==> src/hdl/srsalu_params.svh <==
// Constants for the shift/subtract datapath slice: register offsets, field positions,
// reset values and opcode patterns. Assumes inclusion by bare name from hdl/.
`ifndef SRSALU_PARAMS_SVH
`define SRSALU_PARAMS_SVH

// Register port offsets (byte addresses, one word each)
`define SRSALU_ADDR_CTRL     4'h0
`define SRSALU_ADDR_STATUS   4'h4
`define SRSALU_ADDR_COUNT    4'h8

// Control register fields and reset values
`define SRSALU_CTRL_EN_BIT   0
`define SRSALU_CTRL_RESET    1'b1

// Flag byte positions
`define SRSALU_FLAG_S        7
`define SRSALU_FLAG_Z        6
`define SRSALU_FLAG_H        4
`define SRSALU_FLAG_PV       2
`define SRSALU_FLAG_N        1
`define SRSALU_FLAG_C        0

// Opcode patterns for the logical right shift
`define SRSALU_PREFIX_BIT    8'hcb
`define SRSALU_SHIFT_HI      5'h07
`define SRSALU_FIELD_MEM     3'h6
`define SRSALU_IDX_PREFIX    7'h7d
`define SRSALU_IDX_SEL_BIT   5
`define SRSALU_IDX_LAST      8'h3e

`endif

==> src/hdl/srsalu_pkg.sv <==
// Types shared by the shift/subtract datapath slice and its opcode classifier.
// Assumes nothing beyond a SystemVerilog compiler.
package srsalu_pkg;

	// Operation requested by the decoder
	typedef enum logic [0:0] {
		SRSALU_OP_SHIFT = 1'b0,
		SRSALU_OP_SUB   = 1'b1
	} srsalu_op_e;

	// Source operand forms of the subtract
	typedef enum logic [3:0] {
		SRSALU_M_REG  = 4'h0,
		SRSALU_M_REGX = 4'h1,
		SRSALU_M_IMM  = 4'h2,
		SRSALU_M_IND  = 4'h3,
		SRSALU_M_DIR  = 4'h4,
		SRSALU_M_IDX  = 4'h5,
		SRSALU_M_SIDX = 4'h6,
		SRSALU_M_REL  = 4'h7,
		SRSALU_M_STK  = 4'h8,
		SRSALU_M_BIDX = 4'h9
	} srsalu_mode_e;

	// Where the result goes back
	typedef enum logic [1:0] {
		SRSALU_D_REG  = 2'h0,
		SRSALU_D_MEM  = 2'h1,
		SRSALU_D_IDX  = 2'h2,
		SRSALU_D_ACC  = 2'h3
	} srsalu_dest_e;

	typedef struct packed {
		logic s;
		logic z;
		logic u5;
		logic h;
		logic u3;
		logic pv;
		logic n;
		logic c;
	} srsalu_flags_s;

	// Opcode bytes in fetch order
	typedef struct packed {
		logic [7:0] b0;
		logic [7:0] b1;
		logic [7:0] b2;
		logic [7:0] b3;
	} srsalu_opcode_s;

	typedef struct packed {
		srsalu_dest_e kind;
		logic [2:0]   reg_field;
		logic         idx_sel;
		logic [7:0]   disp;
	} srsalu_dest_s;

	typedef struct packed {
		logic         legal;
		srsalu_dest_s dest;
	} srsalu_dec_s;

	// Whole state of the datapath slice
	typedef struct packed {
		logic          enable;
		logic          done;
		logic          bad;
		logic [7:0]    result;
		srsalu_flags_s flags;
		srsalu_dest_s  dest;
		srsalu_mode_e  last_mode;
		logic [7:0]    count;
		logic [31:0]   rdata;
	} srsalu_state_s;

endpackage

==> src/hdl/srsalu_core.sv <==
// Shift-right-logical and accumulator-subtract datapath slice with result,
// flag and write-back target outputs, plus a small control/status register port.
// Assumes the decoder presents opcode bytes and operands in the request cycle.
//
// Function
// - The shift moves each operand bit one place toward bit 0, result bits 0 to 6 taking the next higher bit.
// - The shift always puts zero into result bit 7.
// - The shift copies the operand's original bit 0 into carry.
// - The shift clears sign, half-carry and add/subtract, and sets zero only for an all-zero result.
// - The shift sets parity when the result has an even number of ones, else clears it.
// - The shift opcode is the bit prefix then 00 111 and an operand field, field 110 meaning the pointer pair.
// - In the indexed shift form one opcode bit picks the first or second index register, displacement before the op byte.
// - The subtract writes accumulator minus source back to the accumulator and leaves the source alone.
// - The subtract accepts all ten source operand modes.
// - The subtract sets sign for a negative difference and zero for a zero difference, clearing each otherwise.
// - The subtract sets half-carry on a borrow from bit 4, else clears it.
// - The subtract sets overflow only for opposite-signed operands with a result signed like the source.
// - The subtract sets add/subtract and sets carry on a borrow out of the top bit.
//
// Implementation choices: the placing of the registers and the address-and-strobe port.
`timescale 1ns/1ns
`default_nettype none
`include "srsalu_params.svh"

module srsalu_core (
	input  wire logic                       i_clock,
	input  wire logic                       i_resetn,
	input  wire logic                       i_req_valid,
	input  wire srsalu_pkg::srsalu_op_e     i_req_op,
	input  wire srsalu_pkg::srsalu_opcode_s i_opcode,
	input  wire srsalu_pkg::srsalu_mode_e   i_sub_mode,
	input  wire logic [7:0]                 i_acc,
	input  wire logic [7:0]                 i_operand,
	input  wire srsalu_pkg::srsalu_flags_s  i_flags,
	input  wire logic [3:0]                 i_reg_addr,
	input  wire logic [31:0]                i_reg_wdata,
	input  wire logic                       i_reg_wr,
	input  wire logic                       i_reg_rd,
	output logic [31:0]                     o_reg_rdata,
	output logic                            o_done,
	output logic                            o_bad,
	output logic [7:0]                      o_result,
	output srsalu_pkg::srsalu_flags_s       o_flags,
	output srsalu_pkg::srsalu_dest_s        o_dest
);

	srsalu_pkg::srsalu_state_s state_ff;
	srsalu_pkg::srsalu_state_s nxt_state;
	srsalu_pkg::srsalu_dec_s   dec;
	logic                      shift_go;
	logic                      sub_go;
	logic [8:0]                diff;
	logic [4:0]                low_diff;
	logic [7:0]                shifted;

	srsalu_opdec u_opdec (
		.i_opcode (i_opcode),
		.o_dec    (dec)
	);

	// Requests are only taken while enabled; an illegal shift opcode is flagged, not executed
	assign shift_go = i_req_valid && state_ff.enable && (i_req_op == srsalu_pkg::SRSALU_OP_SHIFT) && dec.legal;
	assign sub_go   = i_req_valid && state_ff.enable && (i_req_op == srsalu_pkg::SRSALU_OP_SUB);

	// Shifted byte: zero enters at the top
	assign shifted  = {1'b0, i_operand[7:1]};
	// Nine-bit difference exposes the borrow out of the top bit
	assign diff     = {1'b0, i_acc} - {1'b0, i_operand};
	assign low_diff = {1'b0, i_acc[3:0]} - {1'b0, i_operand[3:0]};

	// Next-state logic: datapath result, flags, write-back target and register port
	always_comb
	begin
		nxt_state       = state_ff;
		nxt_state.done  = 1'b0;
		nxt_state.bad   = 1'b0;
		if (shift_go)
		begin
			nxt_state.done     = 1'b1;
			nxt_state.result   = shifted;
			nxt_state.dest     = dec.dest;
			nxt_state.flags    = i_flags;
			nxt_state.flags.c  = i_operand[0];
			nxt_state.flags.s  = 1'b0;
			nxt_state.flags.h  = 1'b0;
			nxt_state.flags.n  = 1'b0;
			nxt_state.flags.z  = (shifted == 8'h00);
			nxt_state.flags.pv = ~^shifted;
			nxt_state.count    = state_ff.count + 8'h01;
		end
		else if (sub_go)
		begin
			// Any of the ten source modes is accepted alike; the operand byte is already fetched
			nxt_state.done      = 1'b1;
			nxt_state.last_mode = i_sub_mode;
			nxt_state.result    = diff[7:0];
			nxt_state.dest.kind = srsalu_pkg::SRSALU_D_ACC;
			nxt_state.dest.reg_field = 3'h0;
			nxt_state.dest.idx_sel   = 1'b0;
			nxt_state.dest.disp      = 8'h00;
			nxt_state.flags     = i_flags;
			nxt_state.flags.s   = diff[7];
			nxt_state.flags.z   = (diff[7:0] == 8'h00);
			nxt_state.flags.h   = low_diff[4];
			nxt_state.flags.pv  = (i_acc[7] != i_operand[7]) && (diff[7] == i_operand[7]);
			nxt_state.flags.n   = 1'b1;
			nxt_state.flags.c   = diff[8];
			nxt_state.count     = state_ff.count + 8'h01;
		end
		else if (i_req_valid && state_ff.enable)
		begin
			nxt_state.bad = 1'b1;
		end
		// Register writes; only the enable bit is writable
		if (i_reg_wr && (i_reg_addr == `SRSALU_ADDR_CTRL))
		begin
			nxt_state.enable = i_reg_wdata[`SRSALU_CTRL_EN_BIT];
		end
		// Read data held until the next read; unmapped offsets read zero
		if (i_reg_rd)
		begin
			unique case (i_reg_addr)
				`SRSALU_ADDR_CTRL:   nxt_state.rdata = {31'h0000_0000, state_ff.enable};
				`SRSALU_ADDR_STATUS: nxt_state.rdata = {20'h0_0000, state_ff.last_mode, state_ff.flags};
				`SRSALU_ADDR_COUNT:  nxt_state.rdata = {24'h00_0000, state_ff.count};
				default:             nxt_state.rdata = 32'h0000_0000;
			endcase
		end
	end

	// State register
	always_ff @(posedge i_clock or negedge i_resetn)
	begin
		if (!i_resetn)
		begin
			state_ff           <= '0;
			state_ff.enable    <= `SRSALU_CTRL_RESET;
			state_ff.last_mode <= srsalu_pkg::SRSALU_M_REG;
			state_ff.dest.kind <= srsalu_pkg::SRSALU_D_REG;
		end
		else
		begin
			state_ff <= nxt_state;
		end
	end

	// All data outputs come straight from the state register
	assign o_reg_rdata = state_ff.rdata;
	assign o_done      = state_ff.done;
	assign o_bad       = state_ff.bad;
	assign o_result    = state_ff.result;
	assign o_flags     = state_ff.flags;
	assign o_dest      = state_ff.dest;
endmodule
`default_nettype wire

==> src/hdl/srsalu_opdec.sv <==
// Opcode classifier for the logical right shift: register, pointer-pair and
// short-indexed forms. Purely combinational; bytes arrive already fetched.
`timescale 1ns/1ns
`default_nettype none
`include "srsalu_params.svh"

module srsalu_opdec (
	input  wire srsalu_pkg::srsalu_opcode_s i_opcode,
	output srsalu_pkg::srsalu_dec_s         o_dec
);

	logic reg_form;
	logic idx_form;

	// Plain and pointer-pair forms share the prefix and the upper five bits
	assign reg_form = (i_opcode.b0 == `SRSALU_PREFIX_BIT) &&
		(i_opcode.b1[7:3] == `SRSALU_SHIFT_HI);
	// Indexed form: index prefix, shift prefix, displacement, then the operation byte
	assign idx_form = ({i_opcode.b0[7:6], i_opcode.b0[4:0]} == `SRSALU_IDX_PREFIX) &&
		(i_opcode.b1 == `SRSALU_PREFIX_BIT) && (i_opcode.b3 == `SRSALU_IDX_LAST);

	// Destination chosen from the operand field or the index selector
	always_comb
	begin
		o_dec.legal          = reg_form || idx_form;
		o_dec.dest.reg_field = i_opcode.b1[2:0];
		o_dec.dest.idx_sel   = 1'b0;
		o_dec.dest.disp      = 8'h00;
		o_dec.dest.kind      = srsalu_pkg::SRSALU_D_REG;
		if (idx_form)
		begin
			o_dec.dest.kind      = srsalu_pkg::SRSALU_D_IDX;
			o_dec.dest.reg_field = `SRSALU_FIELD_MEM;
			o_dec.dest.idx_sel   = i_opcode.b0[`SRSALU_IDX_SEL_BIT];
			o_dec.dest.disp      = i_opcode.b2;
		end
		else if (reg_form && (i_opcode.b1[2:0] == `SRSALU_FIELD_MEM))
		begin
			o_dec.dest.kind = srsalu_pkg::SRSALU_D_MEM;
		end
	end

endmodule
`default_nettype wire

==> config.mk <==
export PLATFORM = sky130hd
export DESIGN_NAME = srsalu_core
export DESIGN_NICKNAME = d
export VERILOG_FILES = /design/src/hdl/srsalu_pkg.sv /design/src/hdl/srsalu_core.sv /design/src/hdl/srsalu_opdec.sv
export VERILOG_INCLUDE_DIRS = /design/src /design/src/hdl
export SDC_FILE = /design/constraint.sdc
export NUM_CORES = 1
export LEC_CHECK = 0
export BUFFER_PORTS_ARGS = -buffer_cell sky130_fd_sc_hd__buf_2
export CORE_MARGIN = 2
export CORE_UTILIZATION = 47
export CTS_BUF_LIST = sky130_fd_sc_hd__clkbuf_2 sky130_fd_sc_hd__clkbuf_4 sky130_fd_sc_hd__clkbuf_8
export DETAILED_ROUTE_END_ITERATION = 10
export PLACE_DENSITY = 0.83
export REMOVE_ABC_BUFFERS = 1
export SLEW_MARGIN = 20
export SYNTH_ARGS = -nofsm -noshare
export SYNTH_HDL_FRONTEND = slang
export SYNTH_SLANG_ARGS = --single-unit
==> constraint.sdc <==
create_clock -name i_clock -period 2 [get_ports i_clock]
set_input_delay 0.2 -clock i_clock [delete_from_list [all_inputs] [get_ports i_clock]]
set_output_delay 0.2 -clock i_clock [all_outputs]
set_load 0.01 [all_outputs]
## Yosys cells after proc, flatten, opt, wreduce, memory -nomap -nowiden

Index checks and enable logic that the tools add are counted.
W data, S select, Z words.

| operators by class | value |
|---|---|
| bitwise operators | 2 |
| reductions and logical operators | 17 |
| multiplexer cells | 12 |
| equality and inequality tests | 10 |
| add/sub/neg operators | 3 |

Operator list:

| operator | count |
|---|---|
| $mux W42 | 1 |
| $pmux W12 S3 | 1 |
| $mux W30 | 1 |
| $eq A8 B8 Y1 const B | 2 |
| $logic_not A8 Y1 | 2 |
| $mux W12 | 1 |
| $logic_and A1 B1 Y1 | 10 |
| $sub A8 B8 Y9 | 1 |
| $add A8 B1 Y8 const B | 1 |
| $eq A8 B6 Y1 const B | 1 |
| $mux W8 | 1 |
| $reduce_xnor A8 Y1 | 1 |
| $eq A7 B7 Y1 const B | 1 |
| $mux W1 | 6 |
| $eq A5 B3 Y1 const B | 1 |
| $sub A4 B4 Y5 | 1 |
| $eq A4 B3 Y1 const B | 1 |
| $eq A4 B4 Y1 const B | 1 |
| $logic_not A4 Y1 | 1 |
| $eq A3 B3 Y1 const B | 1 |
| $mux W2 | 1 |
| $not A1 Y1 | 2 |
| $reduce_and A2 Y1 | 1 |
| $reduce_bool A2 Y1 | 1 |
| other kinds (3) | 3 |

| word-level totals | value |
|---|---|
| output and inout port bits | 64 |
| bits of input ports | 102 |
| flip-flop bits (word level) | 77 |
| logic and storage cells | 63 |

## Depth between registers and ports, before layout

Gate-level depths: netlist of run 1.

| logic depth | value |
|---|---|
| depth in word-level cells | 7 |
| depth in mapped cells | 10 |
| mapped depth without buffers | 10 |

## By module

From an unflattened synthesis of run 1, not the netlist that was laid out.

| second synthesis, totals | value |
|---|---|
| cells, all modules | 390 |
| area total of the unflattened synthesis | 3,540.9 µm² |

Modules (own cells, without submodules):

| module | cells an instance | area an instance (µm²) | seq. area each (µm²) | times used |
|---|---|---|---|---|
| srsalu_core | 351 | 3,244.4 | 1,402.6 | 1 |
| srsalu_opdec | 39 | 296.5 | 0.0 | 1 |

## Worst setup path after synthesis of run 1

Ideal clock, no wire load.

| timing path | value |
|---|---|
| kind | input -> register |
| from | in i_acc[0] |
| to | reg state_ff, in the netlist o_flags[6] |
| library setup time | 0.064 ns |
| buffers on the path | 0 |
| arrival | 1.935 ns |
| data required time | 1.936 ns |
| stages | 10 |
| path slack | 0.000 ns |
| path through | inv_1 -> ha_1 -> inv_1 -> fa_1 -> a211oi_1 -> o21bai_1 -> a21oi_1 -> xnor2_1 -> nor4b_1 -> a31o_2 |

| on the way | value |
|---|---|
| word-level cells in the longest chain between the ends | 4 |

Ends and longest elaborated chain:

| what | RTL line | RTL |
|---|---|---|
| start, declared | srsalu_core.sv:32 | `input wire logic [7:0] i_acc,` |
| $sub A8 B8 Y9 | srsalu_core.sv:68 | `assign diff = {1'b0, i_acc} - {1'b0, i_operand};` |
| $logic_not A8 Y1 | srsalu_core.sv:103 | `nxt_state.flags.z = (diff[7:0] == 8'h00);` |
| $mux W42 | srsalu_core.sv:91 | `else if (sub_go)` |
| $mux W30 | srsalu_core.sv:77 | `if (shift_go)` |
| end signal, assigned | srsalu_core.sv:143 | `state_ff <= nxt_state;` |
| end, declared | srsalu_core.sv:47 | `srsalu_pkg::srsalu_state_s state_ff;` |

No other way between the ends. The select of a mux whose other input is x is not followed.
A chain may end at the register's enable or synchronous reset.

## Worst setup path after layout of run 1

| timing path | value |
|---|---|
| from | reg state_ff[76] (netlist name) |
| to | reg state_ff[38] (netlist name) |

| on the way | value |
|---|---|
| word-level cells in the longest chain between the ends | 4 |
| elaborated cells between the ends (all ways) | 6 |
| classes of those cells | mux (1); reduce/logical (5) |

Ends and longest elaborated chain:

| what | RTL line | RTL |
|---|---|---|
| $logic_and A1 B1 Y1 (*) | srsalu_core.sv:62, srsalu_core.sv:63 |  |
| $logic_and A1 B1 Y1 (2 in a row) | srsalu_core.sv:62 | `assign shift_go = i_req_valid && state_ff.enable && (i_req_op == srsalu_pkg::SRSALU_OP_SHIFT) && dec.legal;` |
| $mux W8 or $reduce_bool A2 Y1 (tied branches) | -- |  |

Mark *: on every way between the ends. The rest lies on a longest branch, timed or not.

==> results.py, run 1 <==
metrics = {
    "detailed_routing": {
        "drtIter0Drc": 75,
        "via_count": 2604,
        "drt_wl_total_um": 7350,
        "routed_via_density": 5.167,
        "first_pass_iters": 4,
        "drc": 0,
        "postRouteAntennaNets": 0,
        "routedWlPerCell_um": 14.58,
    },
    "floorplan": {
        "io_pins": 166,
        "rows": 30,
        "core_area_mm2": 0.006756,
        "chipWidth_um": 87.50,
        "die_h_um": 87.50,
        "die_area_mm2": 0.007656,
        "start_util_pct": 48.50,
    },
    "final_layout": {
        "drive_above_1_share_pct": 37.26,
        "n_antenna_cell": 0,
        "nNetsFinal": 538,
        "post_layout_nonfiller_instances": 504,
        "final_util_pct": 56.78,
        "design_area_mm2": 0.003836,
        "syn_to_final_growth_pct": 17.07,
    },
    "clock_tree": {
        "clockBufferDepth": 2,
        "root_buffer": "clkbuf_8",
        "clkLatencyLatePin_ns": 0.31,
        "cts_tree": "built",
        "cts.clk_slew.worst_paths_ns": 0.10,
        "numCtsBuffers": 5,
        "cts_sinks": 56,
        "htreeDepth": 2,
    },
    "placed_design": {
        "hpwl_um": 5564,
        "place_congestion": 0.8745,
        "dp_cells": 492,
        "dpl_cell_area_mm2": 0.003667,
        "pre_cts_ws_ns": -0.3360,
        "port_buffers": 108,
    },
    "logic_synthesis": {
        "ys_ff_latch": 56,
        "yosys.area.top_type": "dfrtp_1",
        "yosysUniqueCellTypes": 47,
        "synth_area_leaders": "dfrtp_1 42%, buf_4 14%, ha_1 4.6%",
        "synthSimpleGateAreaFrac_pct": 12.75,
        "synthFlopType": "dfrtp_1",
        "synth_compound_area_share_pct": 14.32,
        "syn_area_per_cell_um2": 9.811,
        "syn_inst": 334,
        "netlist.area_leader.share_pct": 42.00,
        "yosysSeqAreaShare_pct": 42.80,
        "synth-xor-area-share_pct": 4.544,
        "synth_edf_count": 0,
        "synth_mux_area_share_pct": 1.985,
        "synth_fa_ha_area_share_pct": 5.193,
        "syn_area_mm2": 0.003277,
        "ys_warn_count": 0,
        "synthArstFlopShare_pct": 100.0,
        "synth_top_family_by_area": "buffers and inverters",
    },
    "power": {
        "leakagePower_nw": 2.054,
        "ir_worst_vdd_mv": 0.4156,
        "power.density_mw_per_mm2": 778.8,
    },
    "worst_setup_path": {
        "path_class": "reg -> reg",
        "start_kind": "register",
        "crit_arrival_ns": 2.14,
        "critPathMaxFanout": 13,
        "critical_path_required_ns": 2.24,
        "endpoint_kind": "register",
    },
    "sta": {
        "max_freq_ghz": 0.5272,
        "totalNegativeSetupSlack_ns": 0,
        "setup-violations-final": 0,
        "tightestPinTransition_ns": 0.6475,
        "fin_skew_ns": 0.009047,
        "rsz0062_at_grt": "false",
        "relSlewSlack_pct": 56.70,
        "finalWorstSetupSlack_ns": 0.1032,
        "fin_crit_ns": 1.897,
        "hold_viol_final": 0,
        "drv_slew": 0,
        "min_period_over_period_pct": 94.84,
    },
    "grt": {
        "grt_use_total_pct": 19.75,
        "grt_pass1_vias": 2614,
        "grt_overflow": 0,
        "antenna_found_initial": 0,
        "grt_max_degree": 37,
        "grt_pass1_wl_um": 11980,
    },
    "hold_path": {
        "hold_path_class": "in -> reg",
    },
    "run_status": {
        "status": "complete, no violations",
    },
    "run": {
        "maxCapViolCount": 0,
    },
}
-- what timing repair did --
item | in CTS | in global routing
cloned | 1 | 0
endpoints found under the setup margin | 27 | 26
hold buffers | 1 | 0
buffers inserted | 1 | 1
endpoints found under the hold margin | 19 | 0
pin swaps | 2 | 3
resized for setup | 4 | 6
-- path summary, 6_finish.rpt --
check                              start            to  slack, ns  cells past startpoint
setup / recovery            state_ff[76]  state_ff[38]       0.10                      7
hold / removal             i_sub_mode[2]  state_ff[42]       0.08                      3
setup reg to reg            state_ff[76]  state_ff[38]       0.10                      7
hold reg to reg               o_dest[10]    o_dest[10]       0.47                      2
max in group asynchronous       i_resetn  state_ff[33]       1.06                      3
min in group asynchronous       i_resetn     o_dest[3]       0.38                      2
-- through the flow --
step / hold WS, ns / power [mW]
2_1_floorplan: -0.09559 / 1.941
3_3_place_gp: 0.1914 / 2.330
3_5_place_dp: 0.1970 / 2.361
4_1_cts: 0.07722 / 2.995
5_1_grt: 0.08525 / 3.185
6_report: 0.08247 / 2.988
-- placed cells by master, fill, tap and decap left out, types with 4 or more instances in the layout --
| cell type | count |
|---|---|
| buf_2 | 108 |
| dfrtp_1 | 55 |
| nand2_1 | 32 |
| buf_4 | 24 |
| inv_1 | 23 |
| conb_1 | 20 |
| o21ai_0 | 13 |
| o22ai_1 | 13 |
| ha_1 | 12 |
| xnor2_1 | 10 |
| a22o_1 | 10 |
| nor2_1 | 9 |
| xor2_1 | 7 |
| a21o_1 | 7 |
| a22oi_1 | 7 |
| nand4_1 | 5 |
| nand3_1 | 5 |
| clkbuf_8 | 5 |
| mux2_2 | 4 |
| a21oi_1 | 4 |
-- worst max-delay path, cell delays in order (launching register included) --
cell and delay [ns]:
dfstp_2 0.57, nand2_1 0.08, or2_4 0.26, nor4_4 0.19, buf_4 0.20, nor3_4 0.10, nor3b_1 0.26, xor2_1 0.16
-- kinds of logic (layout without fill, tap and decap cells) --
family	Yosys count	after routing
buffers and inverters	95	165
and+or+nand+nor	78	79
AOI/OAI and AO/OA	68	68
DFF	56	56
xor gates and xnor gates	17	17
adders and majority gates	13	13
muxes	6	6
other	1	20
-- power breakdown --
| group | leakage, nW | switching (mW) | internal [mW] |
|---|---|---|---|
| clock network | 0.0448 | 0.363 | 0.264 |
| registers | 0.731 | 0.167 | 1.34 |
| logic | 1.28 | 0.437 | 0.422 |
-- final cells by class --
class                   count  area, µm²
inverters                  23      86.33
repair buffers            134      750.7
well taps                  80      100.1
fillers                   584       2920
clock inverters             2      16.27
multi-input cells         203       1404
flip-flops and latches     56       1403
clock buffers               6      76.32
-- cell usage after synthesis, types with 2 or more instances --
cell type  number
nand3_1         5
buf_4          62
nor2_1         11
a211oi_1        3
a22oi_1         7
a21o_1          7
clkbuf_1        7
mux2i_1         2
a22o_1         10
xnor2_1        10
nor3b_1         2
nand2_1        32
nor3_1          4
a21oi_1         5
inv_1          23
nor4bb_1        2
dfrtp_1        55
o21ai_0        13
xor2_1          7
nand4b_1        2
a221o_1         2
mux2_2          4
and3_1          2
buf_2           2
ha_1           12
nor2b_1         3
o22ai_1        13
o21bai_1        2
nand4_1         5
nor4b_1         3
-- routing by layer --
layer / vias to the layer above / track usage (%) / wire, µm
met4: 0 / 6.434 / 119
met3: 11 / 3.223 / 375
met5: - / 0 / 0
met2: 94 / 35.67 / 3776
li1: 1249 / - / -
met1: 1250 / 23.89 / 3080
-- registers in the layout, summed over array words and instances, names as in the netlist --
| name | count |
|---|---|
| o_dest | 14 |
| state_ff | 13 |
| o_reg_rdata | 12 |
| o_result | 8 |
| o_flags | 7 |
| o_bad | 1 |
| o_done | 1 |
(Power assumes the default switching activity.)
==> inputs of run 2 (changes only) <==
==> constraint.sdc (replaced) <==
create_clock -name i_clock -period 1.96 [get_ports i_clock]
set_input_delay 0.196 -clock i_clock [delete_from_list [all_inputs] [get_ports i_clock]]
set_output_delay 0.196 -clock i_clock [all_outputs]
set_load 0.01 [all_outputs]
==> results.py, run 2 (synthesized netlist as in run 1, its figures left out) <==
metrics = {
    "run_status": {
        "status": "complete, no violations",
    },
    "final_layout": {
        "layout_commonest_cell": "buf_2",
        "largest_register_ffs": 14,
        "final_util_pct": 56.93,
        "design_area_mm2": 0.003846,
        "syn_to_final_growth_pct": 17.37,
        "post_layout_nonfiller_instances": 505,
        "drive_above_1_share_pct": 37.18,
        "nNetsFinal": 539,
        "n_fill_cell": 607,
        "n_antenna_cell": 0,
        "layout_common_cells": "108 x buf_2, 55 x dfrtp_1, 32 x nand2_1, 25 x buf_4, 23 x inv_1",
    },
    "clock_tree": {
        "root_buffer": "clkbuf_8",
        "clkLatencyLatePin_ns": 0.31,
        "clockBufferDepth": 2,
        "htreeDepth": 2,
        "cts_tree": "built",
        "cts.clk_slew.worst_paths_ns": 0.10,
        "cts_sinks": 56,
        "numCtsBuffers": 5,
    },
    "hold_path": {
        "hold_path_class": "in -> reg",
        "worstHoldStart": "i_sub_mode[3]",
    },
    "detailed_routing": {
        "routed_via_density": 5.168,
        "first_pass_iters": 4,
        "via_count": 2610,
        "postRouteAntennaNets": 0,
        "drc": 0,
        "routedWlPerCell_um": 14.37,
        "drtIter0Drc": 87,
        "drt_wl_total_um": 7255,
    },
    "worst_setup_path": {
        "reg2reg_from": "state_ff[76]",
        "critical_path_required_ns": 2.21,
        "critPathMaxFanout": 2,
        "cpMostUsedCell": "inv_1",
        "cp_num_buf_inv": 3,
        "crit_family": "compound AO/OA/AOI/OAI gates",
        "cp-startpoint": "i_acc[0]",
        "start_kind": "input pin",
        "path_class": "in -> reg",
        "path_cells": "buf_2 > inv_1 > ha_1 > inv_1 > fa_1 > a211oi_2 > o21bai_1 > a21oi_2 > xnor2_1 > nor4b_2 > a31o_2",
        "slowest_stage": "fa_1",
        "max_stage_delay_ns": 0.41,
        "crit_arrival_ns": 2.11,
        "endpoint_kind": "register",
    },
    "sta": {
        "drv_slew": 0,
        "max_freq_ghz": 0.5380,
        "min_period_over_period_pct": 94.83,
        "finalWorstSetupSlack_ns": 0.1014,
        "fin_crit_ns": 1.859,
        "rsz0062_at_grt": "true",
        "hold_viol_final": 0,
        "fin_skew_ns": 0.006000,
        "tightestPinTransition_ns": 0.5455,
        "setup-violations-final": 0,
        "relSlewSlack_pct": 63.52,
    },
    "floorplan": {
        "die_h_um": 87.50,
        "core_area_mm2": 0.006756,
        "start_util_pct": 48.50,
        "rows": 30,
        "die_area_mm2": 0.007656,
        "chipWidth_um": 87.50,
        "io_pins": 166,
    },
    "grt": {
        "grt_max_degree": 37,
        "use_met1_pct": 24.68,
        "grt_overflow": 0,
        "top_usage_layer": "met2",
        "use_met3_pct": 3.128,
        "antenna_found_initial": 0,
        "grt_use_met2_pct": 33.95,
        "grt_use_total_pct": 19.61,
        "grt_pass1_wl_um": 11810,
        "grt_pass1_vias": 2592,
    },
    "placed_design": {
        "hpwl_um": 5706,
        "port_buffers": 108,
        "dpl_cell_area_mm2": 0.003682,
        "dp_cells": 494,
        "place_congestion": 0.8773,
        "pre_cts_ws_ns": -0.3400,
    },
    "power": {
        "leakagePower_nw": 2.057,
        "power.density_mw_per_mm2": 799.2,
        "total_power_mw": 3.074,
        "ir_worst_vdd_mv": 0.3446,
    },
    "run": {
        "maxCapViolCount": 0,
    },
}
==> run 2: cell count changes in the layout (fill, tap and decap cells not counted) <==
cell        previous run  this run
buf_4                 24        25
clkbuf_4               1         0
clkbuf_8               5         6
clkinv_4               1         0
clkinvlp_4             1         2
fa_1                   0         1
fa_2                   1         0
==> run 2: layer usage <==
layer / share of wire (%) / wire length, µm
met5: 0 / 0
met4: 1.8 / 133
met3: 4.9 / 354
met2: 50 / 3621
met1: 43 / 3145
==> run 2: timing repair <==
| action | 4_1_cts | 5_1_grt |
|---|---|---|
| resized for setup | 3 | 6 |
| gates cloned | 1 | 0 |
| hold buffers | 1 | 0 |
| endpoints found under the setup margin | 28 | 11 |
| endpoints found under the hold margin | 19 | 0 |
| pin swaps | 1 | 0 |
| buffers inserted | 1 | 0 |
==> run 2: where the power goes <==
part           internal [mW]  total (mW)  switching [mW]
clock network          0.287       0.666           0.379
registers               1.36        1.53           0.167
logic                  0.432       0.880           0.448
total                   2.08        3.07           0.993
==> run 2: worst paths after layout <==
| kind | to | slack (ns) | cells after the start |
|---|---|---|---|
| worst min-delay path | state_ff[43] | 0.07 | 3 |
| min in group asynchronous | o_dest[5] | 0.37 | 2 |
| worst max register to register | o_result[5] | 0.14 | 8 |
| worst min register to register | o_dest[10] | 0.47 | 2 |
| worst max-delay path | o_flags[6] | 0.10 | 11 |
| max in group asynchronous | o_flags[4] | 1.03 | 3 |
==> run 2: through the flow <==
step | hold slack [ns] | TNS [ns]
2_1_floorplan | -0.09959 | -6.838
3_3_place_gp | 0.1856 | -1.271
3_5_place_dp | 0.1893 | -1.837
4_1_cts | 0.06134 | 0
5_1_grt | 0.08234 | -0.004821
6_report | 0.07382 | 0
==> run 2: worst min-delay path, cell delays in order <==
cell	delay [ns]
buf_2	0.08
nand2_1	0.04
nand2_1	0.05
==> run 2: area by class of cell <==
cell class                      instances  area (µm²)  share of cell area [%]
Multi-Input combinational cell        203        1401                   36.43
Inverter                               23       86.33                   2.245
Timing Repair Buffer                  135       758.2                   19.71
Clock inverter                          2       15.01                  0.3904
Sequential cell                        56        1403                   36.47
Tap cell                               80       100.1                   2.602
Clock buffer                            6       82.58                   2.147
==> inputs of run 3 (changes only) <==
--- a/config.mk
+++ b/config.mk
@@ -8,12 +8,12 @@
 export LEC_CHECK = 0
 export BUFFER_PORTS_ARGS = -buffer_cell sky130_fd_sc_hd__buf_2
 export CORE_MARGIN = 2
-export CORE_UTILIZATION = 47
+export CORE_UTILIZATION = 49
 export CTS_BUF_LIST = sky130_fd_sc_hd__clkbuf_2 sky130_fd_sc_hd__clkbuf_4 sky130_fd_sc_hd__clkbuf_8
 export DETAILED_ROUTE_END_ITERATION = 10
-export PLACE_DENSITY = 0.83
-export REMOVE_ABC_BUFFERS = 1
+export PLACE_DENSITY = 0.85
 export SLEW_MARGIN = 20
 export SYNTH_ARGS = -nofsm -noshare
 export SYNTH_HDL_FRONTEND = slang
+export SYNTH_HIERARCHICAL = 1
 export SYNTH_SLANG_ARGS = --single-unit
==> results.py, run 3 <==
metrics = {
    "detailed_routing": {
        "routedWlPerCell_um": 13.64,
        "drtIter0Drc": 106,
        "first_pass_iters": 6,
        "via_count": 2759,
        "routed_via_density": 4.962,
        "postRouteAntennaNets": 0,
        "drt_wl_total_um": 7582,
        "drc": 0,
    },
    "worst_setup_path": {
        "critPathMaxFanout": 2,
        "r2r_cells": 5,
        "crit_family": "compound AO/OA/AOI/OAI gates",
        "max_stage_delay_ns": 0.42,
        "path_class": "in -> reg",
        "rrSetupSlack_ns": 0.26,
        "cp-startpoint": "i_acc[0]",
        "start_kind": "input pin",
        "path_depth": 11,
        "cp_num_buf_inv": 3,
        "endpoint_kind": "register",
        "crit_arrival_ns": 2.00,
        "path_cells": "buf_2 > inv_1 > ha_1 > inv_1 > fa_1 > a211oi_2 > o21ai_1 > o21ai_2 > xor2_1 > and4_1 > a31o_1",
        "cpMostUsedCell": "inv_1",
        "reg2reg_from": "state_ff[76]",
        "reg2reg_to": "state_ff[36]",
        "slowest_stage": "fa_1",
        "critical_path_required_ns": 2.21,
        "critPathCapture": "o_flags[6]",
    },
    "final_layout": {
        "n_fill_cell": 661,
        "drive_above_1_share_pct": 33.48,
        "syn_to_final_growth_pct": 10.74,
        "multi_input_area_mm2": 0.001516,
        "n_antenna_cell": 0,
        "seqCellArea_mm2": 0.001403,
        "design_area_mm2": 0.003921,
        "post_layout_nonfiller_instances": 556,
        "layout_commonest_cell": "buf_2",
        "largest_register_ffs": 14,
        "layout_common_cells": "108 x buf_2, 66 x nand2_1, 55 x dfrtp_1, 31 x inv_1",
        "nNetsFinal": 574,
    },
    "logic_synthesis": {
        "ys_ff_latch": 56,
        "synth_common_cells": "66 x nand2_1, 63 x buf_4, 55 x dfrtp_1",
        "syn_area_per_cell_um2": 9.079,
        "syn_inst": 390,
        "yosys.area.top_type": "dfrtp_1",
        "synth_area_leaders": "dfrtp_1 39%, buf_4 13%, nand2_1 7.0%",
        "synthArstFlopShare_pct": 100.0,
        "yosysUniqueCellTypes": 56,
        "syn_area_mm2": 0.003541,
        "netlist.area_leader.share_pct": 38.87,
        "synthMostInstantiatedCell": "nand2_1",
        "synthFlopType": "dfrtp_1",
        "yosysSeqAreaShare_pct": 39.61,
        "ys_warn_count": 6,
        "synth_edf_count": 0,
    },
    "floorplan": {
        "die_area_mm2": 0.007922,
        "die_h_um": 89.01,
        "start_util_pct": 51.27,
        "io_pins": 166,
        "core_area_mm2": 0.006907,
        "chipWidth_um": 89.01,
        "rows": 30,
    },
    "grt": {
        "grt_overflow": 0,
        "grt_pass1_vias": 2613,
        "antenna_found_initial": 0,
        "grt_use_total_pct": 19.51,
        "grt_pass1_wl_um": 12210,
        "grt_max_degree": 32,
    },
    "power": {
        "ir_worst_vdd_mv": 0.2905,
        "leakagePower_nw": 2.076,
        "power_frac_seq_pct": 51.3,
        "p_switching_mw": 0.9608,
        "total_power_mw": 2.969,
        "p_int_mw": 2.008,
        "clkPwrFrac_pct": 21.2,
        "power.density_mw_per_mm2": 757.2,
        "swShare_pct": 32.36,
        "pwr-share-comb_pct": 27.5,
    },
    "run_status": {
        "status": "complete, no violations",
    },
    "sta": {
        "max_freq_ghz": 0.5709,
        "tightestPinTransition_ns": 0.6114,
        "fin_skew_ns": 0.007866,
        "rsz0062_at_grt": "false",
        "drv_slew": 0,
        "hold_viol_final": 0,
        "whs_ns": 0.08557,
        "setup-violations-final": 0,
        "relSlewSlack_pct": 59.24,
        "finalWorstSetupSlack_ns": 0.2083,
        "min_period_over_period_pct": 89.37,
        "fin_crit_ns": 1.752,
    },
    "placed_design": {
        "hpwl_um": 6043,
        "pre_cts_ws_ns": -0.1114,
        "place_congestion": 0.8935,
        "dpl_cell_area_mm2": 0.003822,
        "port_buffers": 108,
        "dp_cells": 547,
    },
    "clock_tree": {
        "clkLatencyLatePin_ns": 0.30,
        "post_cts_buffers": 0,
        "cts_tree": "built",
        "root_buffer": "clkbuf_8",
        "numCtsBuffers": 5,
        "cts_resized": 0,
        "cts.clk_slew.worst_paths_ns": 0.10,
        "cts_sinks": 56,
        "clockBufferDepth": 2,
        "htreeDepth": 2,
    },
    "run": {
        "maxCapViolCount": 0,
    },
    "hold_path": {
        "hold_path_class": "in -> reg",
    },
}
[run 3: changes by cell type in the layout (fill, tap and decap cells not counted), sizes merged, moves of 3 or more]
cell / previous run / this run
o22ai: 13 / 8
o221ai: 0 / 4
o21ai: 13 / 17
nand2: 32 / 67
mux2: 4 / 1
nor3: 6 / 12
nand3: 5 / 21
a21o: 7 / 0
inv: 23 / 32
buf: 134 / 121
a22oi: 7 / 10
a22o: 10 / 0
o21a: 0 / 3
[run 3: cells by family (layout without fill, tap and decap cells)]
kind of cell               count (synthesis)  after routing  synth area share, %
AOI/OAI and AO/OA                         52             52                10.46
xor gates and xnor gates                  17             17                4.205
adders and majority gates                 13             13                4.806
buffers and inverters                    111            162                19.58
DFF                                       56             56                39.61
muxes                                      2              2               0.6007
other                                      1             20               0.1059
and+or+nand+nor                          138            138                20.64
[run 3: worst reg2reg max path, delay by kind of cell, from the launching register on]
family,cells,cell delay (ns)
simple gates,3,0.66
flops,1,0.59
buf+inv,1,0.21
xor+xnor,1,0.15
[run 3: timing repair]
item,CTS,global route
hold buffers,1,0
endpoints found under the setup margin,0,0
endpoints found under the hold margin,24,0
[run 3: power by group through the flow]
stage / clock, mW / sequential [mW] / combinational [mW]
global route: 0.697 / 1.55 / 0.922
global placement: 0 / 1.54 / 0.794
detailed placement: 0 / 1.54 / 0.826
finish: 0.629 / 1.52 / 0.817
floorplan: 0 / 1.49 / 0.720
CTS: 0.642 / 1.52 / 0.829
[run 3: worst min-delay path by stage]
stage	start	to	slack [ns]	cells past startpoint
after floorplan	i_resetn	o_bad	-0.1	0
after global placement	i_resetn	o_reg_rdata[6]	0.23	1
after detailed placement	i_resetn	o_reg_rdata[6]	0.23	1
after CTS	i_flags[3]	o_flags[3]	0.08	3
after global routing	i_flags[3]	o_flags[3]	0.08	3
final	i_sub_mode[3]	state_ff[43]	0.09	3
[run 3: per-stage QoR]
step / util, % / TNS, ns
2_1_floorplan: - / 0
3_3_place_gp: 55.34 / -0.05273
3_5_place_dp: 55.34 / -0.8242
4_1_cts: 56.78 / 0
5_1_grt: 56.78 / 0
6_report: 56.78 / 0
[run 3: layout make-up]
cell class                 instances  area share, %
multi-input combinational        242          38.67
tap                               96          3.063
sequential                        56          35.77
clock buffer                       7          2.138
timing repair buffer             122          17.17
clock inverter                     1         0.1276
inverter                          32          3.063
[run 3: routing by layer]
layer | GRT usage, % | vias to the layer above | share of wire [%]
met3 | 3.047 | 2 | 4.7
met1 | 26.56 | 1317 | 45
met4 | 4.478 | 0 | 0.22
met5 | 0 | - | 0
met2 | 32.97 | 87 | 50
li1 | - | 1353 | -
